`src/design/pll_reconfig_pkg.sv`:
```
/*
  Constants, state encoding and parameter-width decoding for the
  loop scan-chain reconfiguration controller.
  Assumes a single 125 MHz system clock and an APB register window.
*/

package pll_reconfig_pkg;

  localparam int CLK_NS        = 8;
  localparam int SCAN_HALF_NS  = 40;
  localparam int SCAN_HALF_CYC = (SCAN_HALF_NS + CLK_NS - 1) / CLK_NS;
  localparam logic [7:0] SCAN_DIV_LAST = 8'(SCAN_HALF_CYC - 1);
  localparam int ARESET_NS     = 64;
  localparam int ARESET_CYC    = (ARESET_NS + CLK_NS - 1) / CLK_NS;
  localparam logic [3:0] AR_LAST = 4'(ARESET_CYC - 1);
  localparam logic [3:0] AR_END  = 4'(ARESET_CYC);

  localparam int CHAIN_LEN = 143;
  localparam logic [7:0] CHAIN_LAST = 8'(CHAIN_LEN - 1);
  localparam int SLOTS = 5;

  localparam logic [7:0] OFF_CMD    = 8'h00;
  localparam logic [7:0] OFF_SEL    = 8'h04;
  localparam logic [7:0] OFF_WDATA  = 8'h08;
  localparam logic [7:0] OFF_RDATA  = 8'h0c;
  localparam logic [7:0] OFF_STATUS = 8'h10;

  localparam int CMD_READ_BIT  = 0;
  localparam int CMD_WRITE_BIT = 1;
  localparam int CMD_RECFG_BIT = 2;
  localparam int CMD_ARST_BIT  = 3;
  localparam int SEL_PARAM_LSB = 4;

  localparam logic [3:0] TYPE_PRE  = 4'h0;
  localparam logic [3:0] TYPE_FB   = 4'h1;
  localparam logic [3:0] TYPE_CPLF = 4'h2;
  localparam logic [3:0] TYPE_VCO  = 4'h3;
  localparam logic [3:0] TYPE_C4   = 4'h8;

  localparam logic [2:0] PAR_HIGH   = 3'h0;
  localparam logic [2:0] PAR_LOW    = 3'h1;
  localparam logic [2:0] PAR_LF_CAP = 3'h2;
  localparam logic [2:0] PAR_BYPASS = 3'h4;
  localparam logic [2:0] PAR_MODE   = 3'h5;
  localparam logic [2:0] PAR_NOM    = 3'h7;

  localparam logic [8:0] CACHE_RESET = 9'h000;

  typedef enum logic [2:0] {
    ST_IDLE  = 3'b000,
    ST_READ  = 3'b001,
    ST_WRITE = 3'b010,
    ST_SHIFT = 3'b011,
    ST_WAIT  = 3'b100,
    ST_RESET = 3'b101
  } state_type;

  // Field width in bits, zero where the pair does not exist
  function automatic logic [3:0] param_width(input logic [3:0] ty, input logic [2:0] pa);
    param_width = 4'h0;
    if (ty == TYPE_CPLF) begin
      case (pa)
        PAR_HIGH:   param_width = 4'h3;
        PAR_LOW:    param_width = 4'h5;
        PAR_LF_CAP: param_width = 4'h2;
        PAR_BYPASS: param_width = 4'h1;
        PAR_MODE:   param_width = 4'h5;
        default:    param_width = 4'h0;
      endcase
    end else if (ty == TYPE_VCO) begin
      param_width = (pa == PAR_HIGH) ? 4'h1 : 4'h0;
    end else if (ty <= TYPE_C4) begin
      case (pa)
        PAR_HIGH, PAR_LOW:   param_width = 4'h8;
        PAR_BYPASS, PAR_MODE: param_width = 4'h1;
        PAR_NOM:  param_width = (ty <= TYPE_FB) ? 4'h9 : 4'h0;
        default:  param_width = 4'h0;
      endcase
    end
  endfunction

  // Param codes in scan order within one counter
  function automatic logic [2:0] slot_param(input int k);
    case (k)
      0:       slot_param = PAR_HIGH;
      1:       slot_param = PAR_LOW;
      2:       slot_param = PAR_LF_CAP;
      3:       slot_param = PAR_BYPASS;
      default: slot_param = PAR_MODE;
    endcase
  endfunction

endpackage

```
`src/design/bit_sync.sv`:
```
/*
  Two-stage synchroniser for one level from outside the clock domain.
  Assumes the input is a slow level; only the second stage is read.
*/
`timescale 1ns/1ps
`default_nettype none

module bit_sync (
  // Clock and reset
  input  wire logic clk,
  input  wire logic rstn,
  // Level in and out
  input  wire logic din,
  output logic      dout_r
);

  logic meta_r;

  always_ff @(posedge clk or negedge rstn) begin
    if (!rstn) begin
      meta_r <= 1'b0;
      dout_r <= 1'b0;
    end else begin
      meta_r <= din;
      dout_r <= meta_r;
    end
  end

endmodule

`default_nettype wire

```
`src/design/scan_clk_gen.sv`:
```
/*
  Scan clock divider: a low-idle clock with edge pulses while run is high.
  Assumes run drops only while the scan clock is low.
*/
`timescale 1ns/1ps
`default_nettype none

module scan_clk_gen
  import pll_reconfig_pkg::*;
(
  // Clock and reset
  input  wire logic clk,
  input  wire logic rstn,
  // Control
  input  wire logic run,
  // Scan clock and edge marks
  output logic      scan_clk_r,
  output logic      rise_p_r,
  output logic      fall_p_r
);

  logic [7:0] div_r;
  logic       term;

  assign term = run && (div_r == SCAN_DIV_LAST);

  always_ff @(posedge clk or negedge rstn) begin
    if (!rstn) begin
      div_r      <= 8'h00;
      scan_clk_r <= 1'b0;
    end else if (!run) begin
      div_r      <= 8'h00;
      scan_clk_r <= 1'b0;
    end else if (term) begin
      div_r      <= 8'h00;
      scan_clk_r <= !scan_clk_r;
    end else begin
      div_r <= div_r + 8'h01;
    end
  end

  // Pulses line up with the cycle the scan clock has just changed
  always_ff @(posedge clk or negedge rstn) begin
    if (!rstn) begin
      rise_p_r <= 1'b0;
      fall_p_r <= 1'b0;
    end else begin
      rise_p_r <= term && !scan_clk_r;
      fall_p_r <= term && scan_clk_r;
    end
  end

endmodule

`default_nettype wire

```
`src/design/pll_scan_reconfig_controller.sv`:
```
/*
  Loop scan-chain reconfiguration controller: APB register window,
  parameter cache, nominal-count expansion and serial chain shifter.
  Assumes an APB master on clk and a loop whose scan-done is asynchronous.
*/
`timescale 1ns/1ps
`default_nettype none

module pll_scan_reconfig_controller
  import pll_reconfig_pkg::*;
(
  // Clock and reset
  input  wire logic        clk,
  input  wire logic        rstn,
  // APB slave
  input  wire logic        psel,
  input  wire logic        penable,
  input  wire logic        pwrite,
  input  wire logic [7:0]  paddr,
  input  wire logic [31:0] pwdata,
  output logic [31:0]      prdata,
  output logic             pready,
  output logic             pslverr,
  // Loop scan port
  input  wire logic        pll_scandone,
  output logic             pll_scanclk,
  output logic             pll_scanclkena,
  output logic             pll_scandata,
  output logic             pll_configupdate,
  output logic             pll_areset
);

  state_type      state_r;
  logic [8:0]     cache_r [0:8][0:7];
  logic [3:0]     sel_type_r;
  logic [2:0]     sel_param_r;
  logic [8:0]     wdata_r;
  logic [8:0]     data_out_r;
  logic           arst_req_r;
  logic [3:0]     op_ty_r;
  logic [2:0]     op_pa_r;
  logic [8:0]     op_data_r;
  logic [7:0]     bit_idx_r;
  logic [3:0]     ar_cnt_r;
  logic           done_s;
  logic           done_d_r;
  logic           rise_p;
  logic           fall_p;
  logic           busy;
  logic           setup;
  logic           wr_acc;
  logic           cmd_wr;
  logic           cmd_go;
  logic           hit;
  logic [31:0]    rd_mux;
  logic [CHAIN_LEN-1:0] chain;
  int             pos;
  logic [3:0]     w;
  logic [3:0]     op_w;
  logic [8:0]     op_mask;
  logic [8:0]     nom_hi;
  logic [8:0]     nom_lo;
  logic           last_fall;

  bit_sync u_done_sync (
    .clk    (clk),
    .rstn   (rstn),
    .din    (pll_scandone),
    .dout_r (done_s)
  );

  scan_clk_gen u_scan_clk (
    .clk        (clk),
    .rstn       (rstn),
    .run        (state_r == ST_SHIFT),
    .scan_clk_r (pll_scanclk),
    .rise_p_r   (rise_p),
    .fall_p_r   (fall_p)
  );

  assign busy      = (state_r != ST_IDLE);
  assign setup     = psel && !penable;
  assign wr_acc    = psel && penable && pready && pwrite;
  assign cmd_wr    = wr_acc && (paddr == OFF_CMD);
  assign last_fall = (state_r == ST_SHIFT) && fall_p && (bit_idx_r == CHAIN_LAST);

  // Accepted only when idle; illegal type drops read and write
  assign cmd_go = cmd_wr && !busy && (pwdata[CMD_RECFG_BIT] ||
                  ((pwdata[CMD_READ_BIT] || pwdata[CMD_WRITE_BIT]) && sel_type_r <= TYPE_C4));

  assign op_w    = param_width(op_ty_r, op_pa_r);
  assign op_mask = 9'((10'h001 << op_w) - 10'h001);
  assign nom_hi  = {1'b0, op_data_r[8:1]} + {8'h00, op_data_r[0]};
  assign nom_lo  = op_data_r - nom_hi;

  // Register read mux and address decode
  always_comb begin
    rd_mux = 32'h0000_0000;
    hit    = 1'b1;
    case (paddr)
      OFF_CMD:    rd_mux[CMD_ARST_BIT] = arst_req_r;
      OFF_SEL:    rd_mux[6:0] = {sel_param_r, sel_type_r};
      OFF_WDATA:  rd_mux[8:0] = wdata_r;
      OFF_RDATA:  rd_mux[8:0] = data_out_r;
      OFF_STATUS: rd_mux[2:0] = {pll_areset, done_s, busy};
      default:    hit = 1'b0;
    endcase
  end

  // One wait-free access phase per setup
  always_ff @(posedge clk or negedge rstn) begin
    if (!rstn) begin
      pready  <= 1'b0;
      pslverr <= 1'b0;
      prdata  <= 32'h0000_0000;
    end else begin
      pready  <= setup;
      pslverr <= setup && !hit;
      if (setup && !pwrite) begin
        prdata <= rd_mux;
      end
    end
  end

  always_ff @(posedge clk or negedge rstn) begin
    if (!rstn) begin
      sel_type_r  <= 4'h0;
      sel_param_r <= 3'h0;
      wdata_r     <= 9'h000;
      arst_req_r  <= 1'b0;
    end else begin
      if (wr_acc && paddr == OFF_SEL) begin
        sel_type_r  <= pwdata[3:0];
        sel_param_r <= pwdata[SEL_PARAM_LSB+2:SEL_PARAM_LSB];
      end
      if (wr_acc && paddr == OFF_WDATA) begin
        wdata_r <= pwdata[8:0];
      end
      if (cmd_wr) begin
        arst_req_r <= pwdata[CMD_ARST_BIT];
      end
    end
  end

  // Whole chain flattened from the cache, counter by counter, MSB first
  always_comb begin
    chain = '0;
    pos   = 0;
    w     = 4'h0;
    for (int t = 0; t <= int'(TYPE_C4); t++) begin
      for (int k = 0; k < SLOTS; k++) begin
        w = param_width(4'(t), slot_param(k));
        for (int b = 0; b < 9; b++) begin
          if (b < int'(w)) begin
            chain[pos] = cache_r[t][slot_param(k)][int'(w) - 1 - b];
            pos = pos + 1;
          end
        end
      end
    end
  end

  // Cache: changed only by parameter writes
  always_ff @(posedge clk or negedge rstn) begin
    if (!rstn) begin
      for (int t = 0; t < 9; t++) begin
        for (int p = 0; p < 8; p++) begin
          cache_r[t][p] <= CACHE_RESET;
        end
      end
    end else if (state_r == ST_WRITE) begin
      if (op_pa_r == PAR_NOM) begin
        if (op_w != 4'h0) begin
          cache_r[op_ty_r][PAR_NOM]    <= op_data_r;
          cache_r[op_ty_r][PAR_HIGH]   <= {1'b0, nom_hi[7:0]};
          cache_r[op_ty_r][PAR_LOW]    <= {1'b0, nom_lo[7:0]};
          cache_r[op_ty_r][PAR_MODE]   <= {8'h00, op_data_r[0]};
          cache_r[op_ty_r][PAR_BYPASS] <= {8'h00, op_data_r == 9'h001};
        end
      end else if (op_w != 4'h0) begin
        cache_r[op_ty_r][op_pa_r] <= op_data_r & op_mask;
      end
    end
  end

  // Operation sequencer
  always_ff @(posedge clk or negedge rstn) begin
    if (!rstn) begin
      state_r          <= ST_IDLE;
      op_ty_r          <= 4'h0;
      op_pa_r          <= 3'h0;
      op_data_r        <= 9'h000;
      data_out_r       <= 9'h000;
      bit_idx_r        <= 8'h00;
      ar_cnt_r         <= 4'h0;
      pll_scanclkena   <= 1'b0;
      pll_scandata     <= 1'b0;
      pll_configupdate <= 1'b0;
    end else begin
      pll_configupdate <= 1'b0;
      case (state_r)
        ST_IDLE: begin
          if (cmd_go) begin
            op_ty_r   <= sel_type_r;
            op_pa_r   <= sel_param_r;
            op_data_r <= wdata_r;
            bit_idx_r <= 8'h00;
            if (pwdata[CMD_RECFG_BIT]) begin
              state_r <= ST_SHIFT;
            end else if (pwdata[CMD_WRITE_BIT]) begin
              state_r <= ST_WRITE;
            end else begin
              state_r <= ST_READ;
            end
          end
        end
        ST_READ: begin
          data_out_r <= cache_r[op_ty_r][op_pa_r] & op_mask;
          state_r    <= ST_IDLE;
        end
        ST_WRITE: begin
          state_r <= ST_IDLE;
        end
        ST_SHIFT: begin
          if (!pll_scanclkena) begin
            pll_scanclkena <= 1'b1;
            pll_scandata   <= chain[0];
          end else if (fall_p) begin
            if (bit_idx_r == CHAIN_LAST) begin
              pll_scanclkena   <= 1'b0;
              pll_scandata     <= 1'b0;
              pll_configupdate <= 1'b1;
              state_r          <= ST_WAIT;
            end else begin
              bit_idx_r    <= bit_idx_r + 8'h01;
              pll_scandata <= chain[bit_idx_r + 8'h01];
            end
          end
        end
        ST_WAIT: begin
          if (done_s && !done_d_r) begin
            ar_cnt_r <= 4'h0;
            state_r  <= ST_RESET;
          end
        end
        ST_RESET: begin
          ar_cnt_r <= ar_cnt_r + 4'h1;
          if (ar_cnt_r == AR_END) begin
            state_r <= ST_IDLE;
          end
        end
        default: state_r <= ST_IDLE;
      endcase
    end
  end

  always_ff @(posedge clk or negedge rstn) begin
    if (!rstn) begin
      done_d_r   <= 1'b0;
      pll_areset <= 1'b0;
    end else begin
      done_d_r   <= done_s;
      pll_areset <= arst_req_r ||
                    (state_r == ST_WAIT && done_s && !done_d_r) ||
                    (state_r == ST_RESET && ar_cnt_r < AR_LAST);
    end
  end
endmodule

`default_nettype wire

```
`config.mk`:
```
export PLATFORM = sky130hd
export DESIGN_NAME = pll_scan_reconfig_controller
export DESIGN_NICKNAME = d
export VERILOG_FILES = /design/src/design/pll_reconfig_pkg.sv /design/src/design/bit_sync.sv /design/src/design/scan_clk_gen.sv /design/src/design/pll_scan_reconfig_controller.sv
export SDC_FILE = /design/constraint.sdc
export NUM_CORES = 1
export LEC_CHECK = 0
export ABC_AREA = 1
export BUFFER_PORTS_ARGS = -buffer_cell sky130_fd_sc_hd__buf_2
export CORE_MARGIN = 4
export CORE_UTILIZATION = 23
export CTS_BUF_LIST = sky130_fd_sc_hd__clkbuf_8
export DETAILED_ROUTE_END_ITERATION = 12
export PLACE_DENSITY = 0.46
export SLEW_MARGIN = 20
export SYNTH_ARGS = -nofsm -noshare
export SYNTH_HDL_FRONTEND = slang
export SYNTH_SLANG_ARGS = --single-unit
```
`constraint.sdc`:
```
create_clock -name clk -period 4.6 [get_ports clk]
set_clock_uncertainty 0.05 [all_clocks]
set_input_delay 0 -clock clk [delete_from_list [all_inputs] [get_ports clk]]
set_output_delay 0 -clock clk [all_outputs]
set_load 0.1 [all_outputs]
```
==> impl_results.md <==
- Yosys reg bits: between 600 and 700
- Register Area: around 17000 um^2
- Die area: approximately 140000 um^2
- Unique cell type count in the Yosys netlist: 52
- Post-Syn Area: around 31000 um^2
- Final GP Congestion: 0.892
- Hold crit path type: input pin to register
- Ys async rst share: between 90% and 100%
- First-pass GRT wire length: roughly 160000 um
- P per Cell Area: about 360 nW/um^2
- Fin crit share: approximately 85%
- Lkg Pwr: 16.4 nW
- Fin Hold WS: -23.3 ps
- TritonCTS buffer count: approximately 120
- Final setup TNS: 0 ps
- VDD IR-drop max: 216 uV
- Post-synth top cells: 770 x nand2_1, 688 x dfrtp_1, 443 x clkbuf_1
- Congestion Overflow GR: 0
- Sw Pwr: 0.00330 W
- Yosys warning count: 0
- Fin crit period: between 3000 and 4000 ps
- Mean Syn Cell Area: roughly 8.4 um^2
- Comb power frac: around 6%
- Worst Setup End Kind: register
- Tightest Pin Transition: 1040 ps
- Max Fclk: about 260 MHz
- Vias in the first global route: roughly 25k
- TritonCTS sink count: 688
- Total Routing Usage GR: ~15%
- Filler cells: approximately 14k
- Sequential fraction of the synthesis area: between 50% and 60%
- WL/cell: about 20 um
- CTS tree: built
- Post-synth EDFFs: 0
- WP data required: 5280 ps
- Slew Limit Fails: 0
- Clock Power Share: 45.2%
- CP bufs+invs: 3
- Routed Antenna Nets: 0
- Kind of start point of the critical path: register
- Largest net degree at the start of global routing: about 140
- Port Buffers: 38
- Synth area leader: dfrtp_1
- Crit Path Max Fanout: 16
- CP delay by family, top: simple AND/OR/NAND/NOR gates
- Core footprint: roughly 130000 um^2
- Critical path's largest stage delay: slightly below 500 ps
- Dominant synthesized flop cell: dfrtp_1
- Drt pass-1 iters: 6
- Internal cell power: 0.00925 W
- RSZ-0062 raised after global routing: false
- Relative slew margins: between 30% and 40%
- Flop pwr share: about 49%
- Multi-input logic area: ~11000 um^2
- Post-synthesis cell count: ~3.7k
- Sw Ratio: 26.3%
- Final #Nets: between 3k and 4k
- Most frequent cell after synthesis: nand2_1
- Setup violations, final: 0
- Outcome: finished, violations left
- Initial antenna violation count: 3
- Worst path cell trace: inv_2 -> nand2_4 -> nor2_2 -> inv_2 -> o21ai_2 -> nand3_4 -> ha_1 -> nor2_1 -> nand2_1 -> inv_1 -> nand3_1 -> nand2_1
- DRC viols: 0
- Layout Utilization: 26.2%
- Clk slew on worst S/H paths: roughly 70 ps
- Layout cells sized above 1: a little under a tenth
- Slowest CP cell: nor2_1
- Post-synth top area share: 55.8%
- Violated checks: hold timing
- Depth of the CTS H-tree: 3
- Max_cap viols: 0
- Post-CTS Setup Bufs: 0
- Clock Path Buffers: 3
- Initial Util: a little under a quarter
- Chip width: around 370 um
- Crit path kind: register to register
- Later-pin clock latency in the skew report: 790 ps
- CP Data Arrival Time: approximately 4600 ps
- Hold Fails Final Rpt: 5
- # IOs: 85
- Via Count: between 20k and 25k
- Post-DP HPWL: approximately 66000 um
- Clock root buffer: clkbuf_8
- Area contributors post-synth: dfrtp_1 56%, nand2_1 9.4%, o21ai_0 6.2%, clkbuf_1 5.4%, o22ai_1 4.8%
- DR iter-0 viols: ~2.1k
- Row count: 134
- Synth-to-Final Area Change: 13.3%
- Die Y: ~370 um
- Vias/cell: between 4 and 5
- Routed wire length: 104000 um
-- worst reg2reg max path: cells and delay by family, from the launching register on --
| kind | cells | cell delay, ps |
|---|---|---|
| flip-flops | 1 | 430 |
| AO/OA/AOI/OAI | 1 | 220 |
| buffers and inverters | 3 | 1000 |
| AND/OR/NAND/NOR | 7 | 1830 |
| adder cells (fa/ha/maj) | 1 | 370 |
-- kinds of logic after synthesis --
family                     Yosys count  share of synthesized area, %
and+or+nand+nor                   1310                          17.6
AOI/OAI and AO/OA                  848                          15.5
buffers and inverters              771                          9.81
DFF                                688                          55.8
adders and majority gates           18                         0.755
xor gates and xnor gates            16                         0.454
other                                1                        0.0122
-- repair_timing --
action                                 in CTS  in global routing
endpoints found under the hold margin     735                  0
hold buffers                               43                  0
gates resized for setup                     0                  0
-- cell type report --
class	instances	area share, %
Clock inverter	66	1.01
Antenna cell	1	0.00716
Clock buffer	151	5.95
Tap cell	1768	6.33
Timing Repair Buffer	153	3.78
Multi-Input combinational cell	2215	30.8
Sequential cell	688	49.3
Inverter	267	2.87
-- stage by stage --
stage / cell area, um^2 / power [W] / setup slack [ps] / cells
3_3_place_gp: 32100 / 0.00695 / 829 / 5047
5_1_grt: 35000 / 0.0131 / 585 / 5309
2_1_floorplan: 30900 / 0.00667 / 1790 / 3674
4_1_cts: 34900 / 0.0127 / 799 / 5307
6_report: 35000 / 0.0126 / 701 / 5309
3_5_place_dp: 32100 / 0.00696 / 802 / 5047
-- sequential cells by signal, summed over array words and instances (netlist names), 3 cells and up --
register          flops
ar_cnt_r              4
bit_idx_r             8
cache_r             603
data_out_r            9
op_data_r             9
op_pa_r               3
op_ty_r               4
prdata                9
sel_param_r           3
sel_type_r            4
state_r               3
u_scan_clk.div_r      8
wdata_r               9
-- power groups by stage --
stage               sequential [W]  combinational, W  clock (W)
global placement           0.00624          0.000719          0
detailed placement         0.00624          0.000724          0
floorplan                  0.00630          0.000369          0
global route               0.00613          0.000823    0.00613
finish                     0.00613          0.000747    0.00568
CTS                        0.00613          0.000758    0.00583
-- final timing paths --
check,from,slack [ps],to,cells after the start
worst min register to register,u_done_sync.meta_r$_DFF_PN0_,300,u_done_sync.dout_r$_DFF_PN0_,0
min in group asynchronous,rstn,500,wdata_r[8]$_DFFE_PN0P_,4
worst min-delay path,paddr[1],-20,op_data_r[3]$_DFFE_PN0P_,8
max in group asynchronous,rstn,3270,cache_r[608]$_DFFE_PN0P_,4
worst max register to register,op_ty_r[3]$_DFFE_PN0P_,700,cache_r[28]$_DFFE_PN0P_,12
worst max-delay path,op_ty_r[3]$_DFFE_PN0P_,700,cache_r[28]$_DFFE_PN0P_,12
-- layout by cell type, fill, tap and decap left out, types with 3 or more instances in the layout --
| cell type | n |
|---|---|
| a22o_1 | 3 |
| o21ai_2 | 4 |
| inv_12 | 4 |
| a21oi_1 | 74 |
| or2_2 | 8 |
| o211ai_1 | 15 |
| a31oi_1 | 17 |
| dlygate4sd3_1 | 42 |
| nor4_1 | 5 |
| buf_2 | 37 |
| nor2_1 | 232 |
| nand3_1 | 211 |
| xnor2_1 | 7 |
| and2_1 | 4 |
| nand4_1 | 33 |
| inv_1 | 306 |
| nor2_4 | 4 |
| nor2_2 | 4 |
| o21ai_0 | 385 |
| conb_1 | 23 |
| o2111ai_1 | 6 |
| nand2_1 | 766 |
| buf_12 | 10 |
| nand3b_1 | 3 |
| and3_1 | 4 |
| o22ai_1 | 235 |
| o31ai_1 | 37 |
| ha_1 | 17 |
| dfrtp_1 | 686 |
| inv_2 | 9 |
| xor2_1 | 8 |
| clkbuf_8 | 151 |
| buf_4 | 61 |
| a221oi_1 | 3 |
| nand3_2 | 3 |
| nand2_2 | 4 |
| o21ai_1 | 59 |
| nand2_4 | 6 |
| nor3_1 | 19 |
| clkinv_2 | 8 |
-- layer usage --
| layer | part of all wire [%] | global-route usage, % |
|---|---|---|
| met3 | 5.5 | 2.23 |
| met4 | 3.5 | 5.44 |
| met5 | 0 | 0 |
| met1 | 48 | 21.1 |
| met2 | 43 | 22.2 |
No activity file was read; power rests on OpenSTA's default activity.
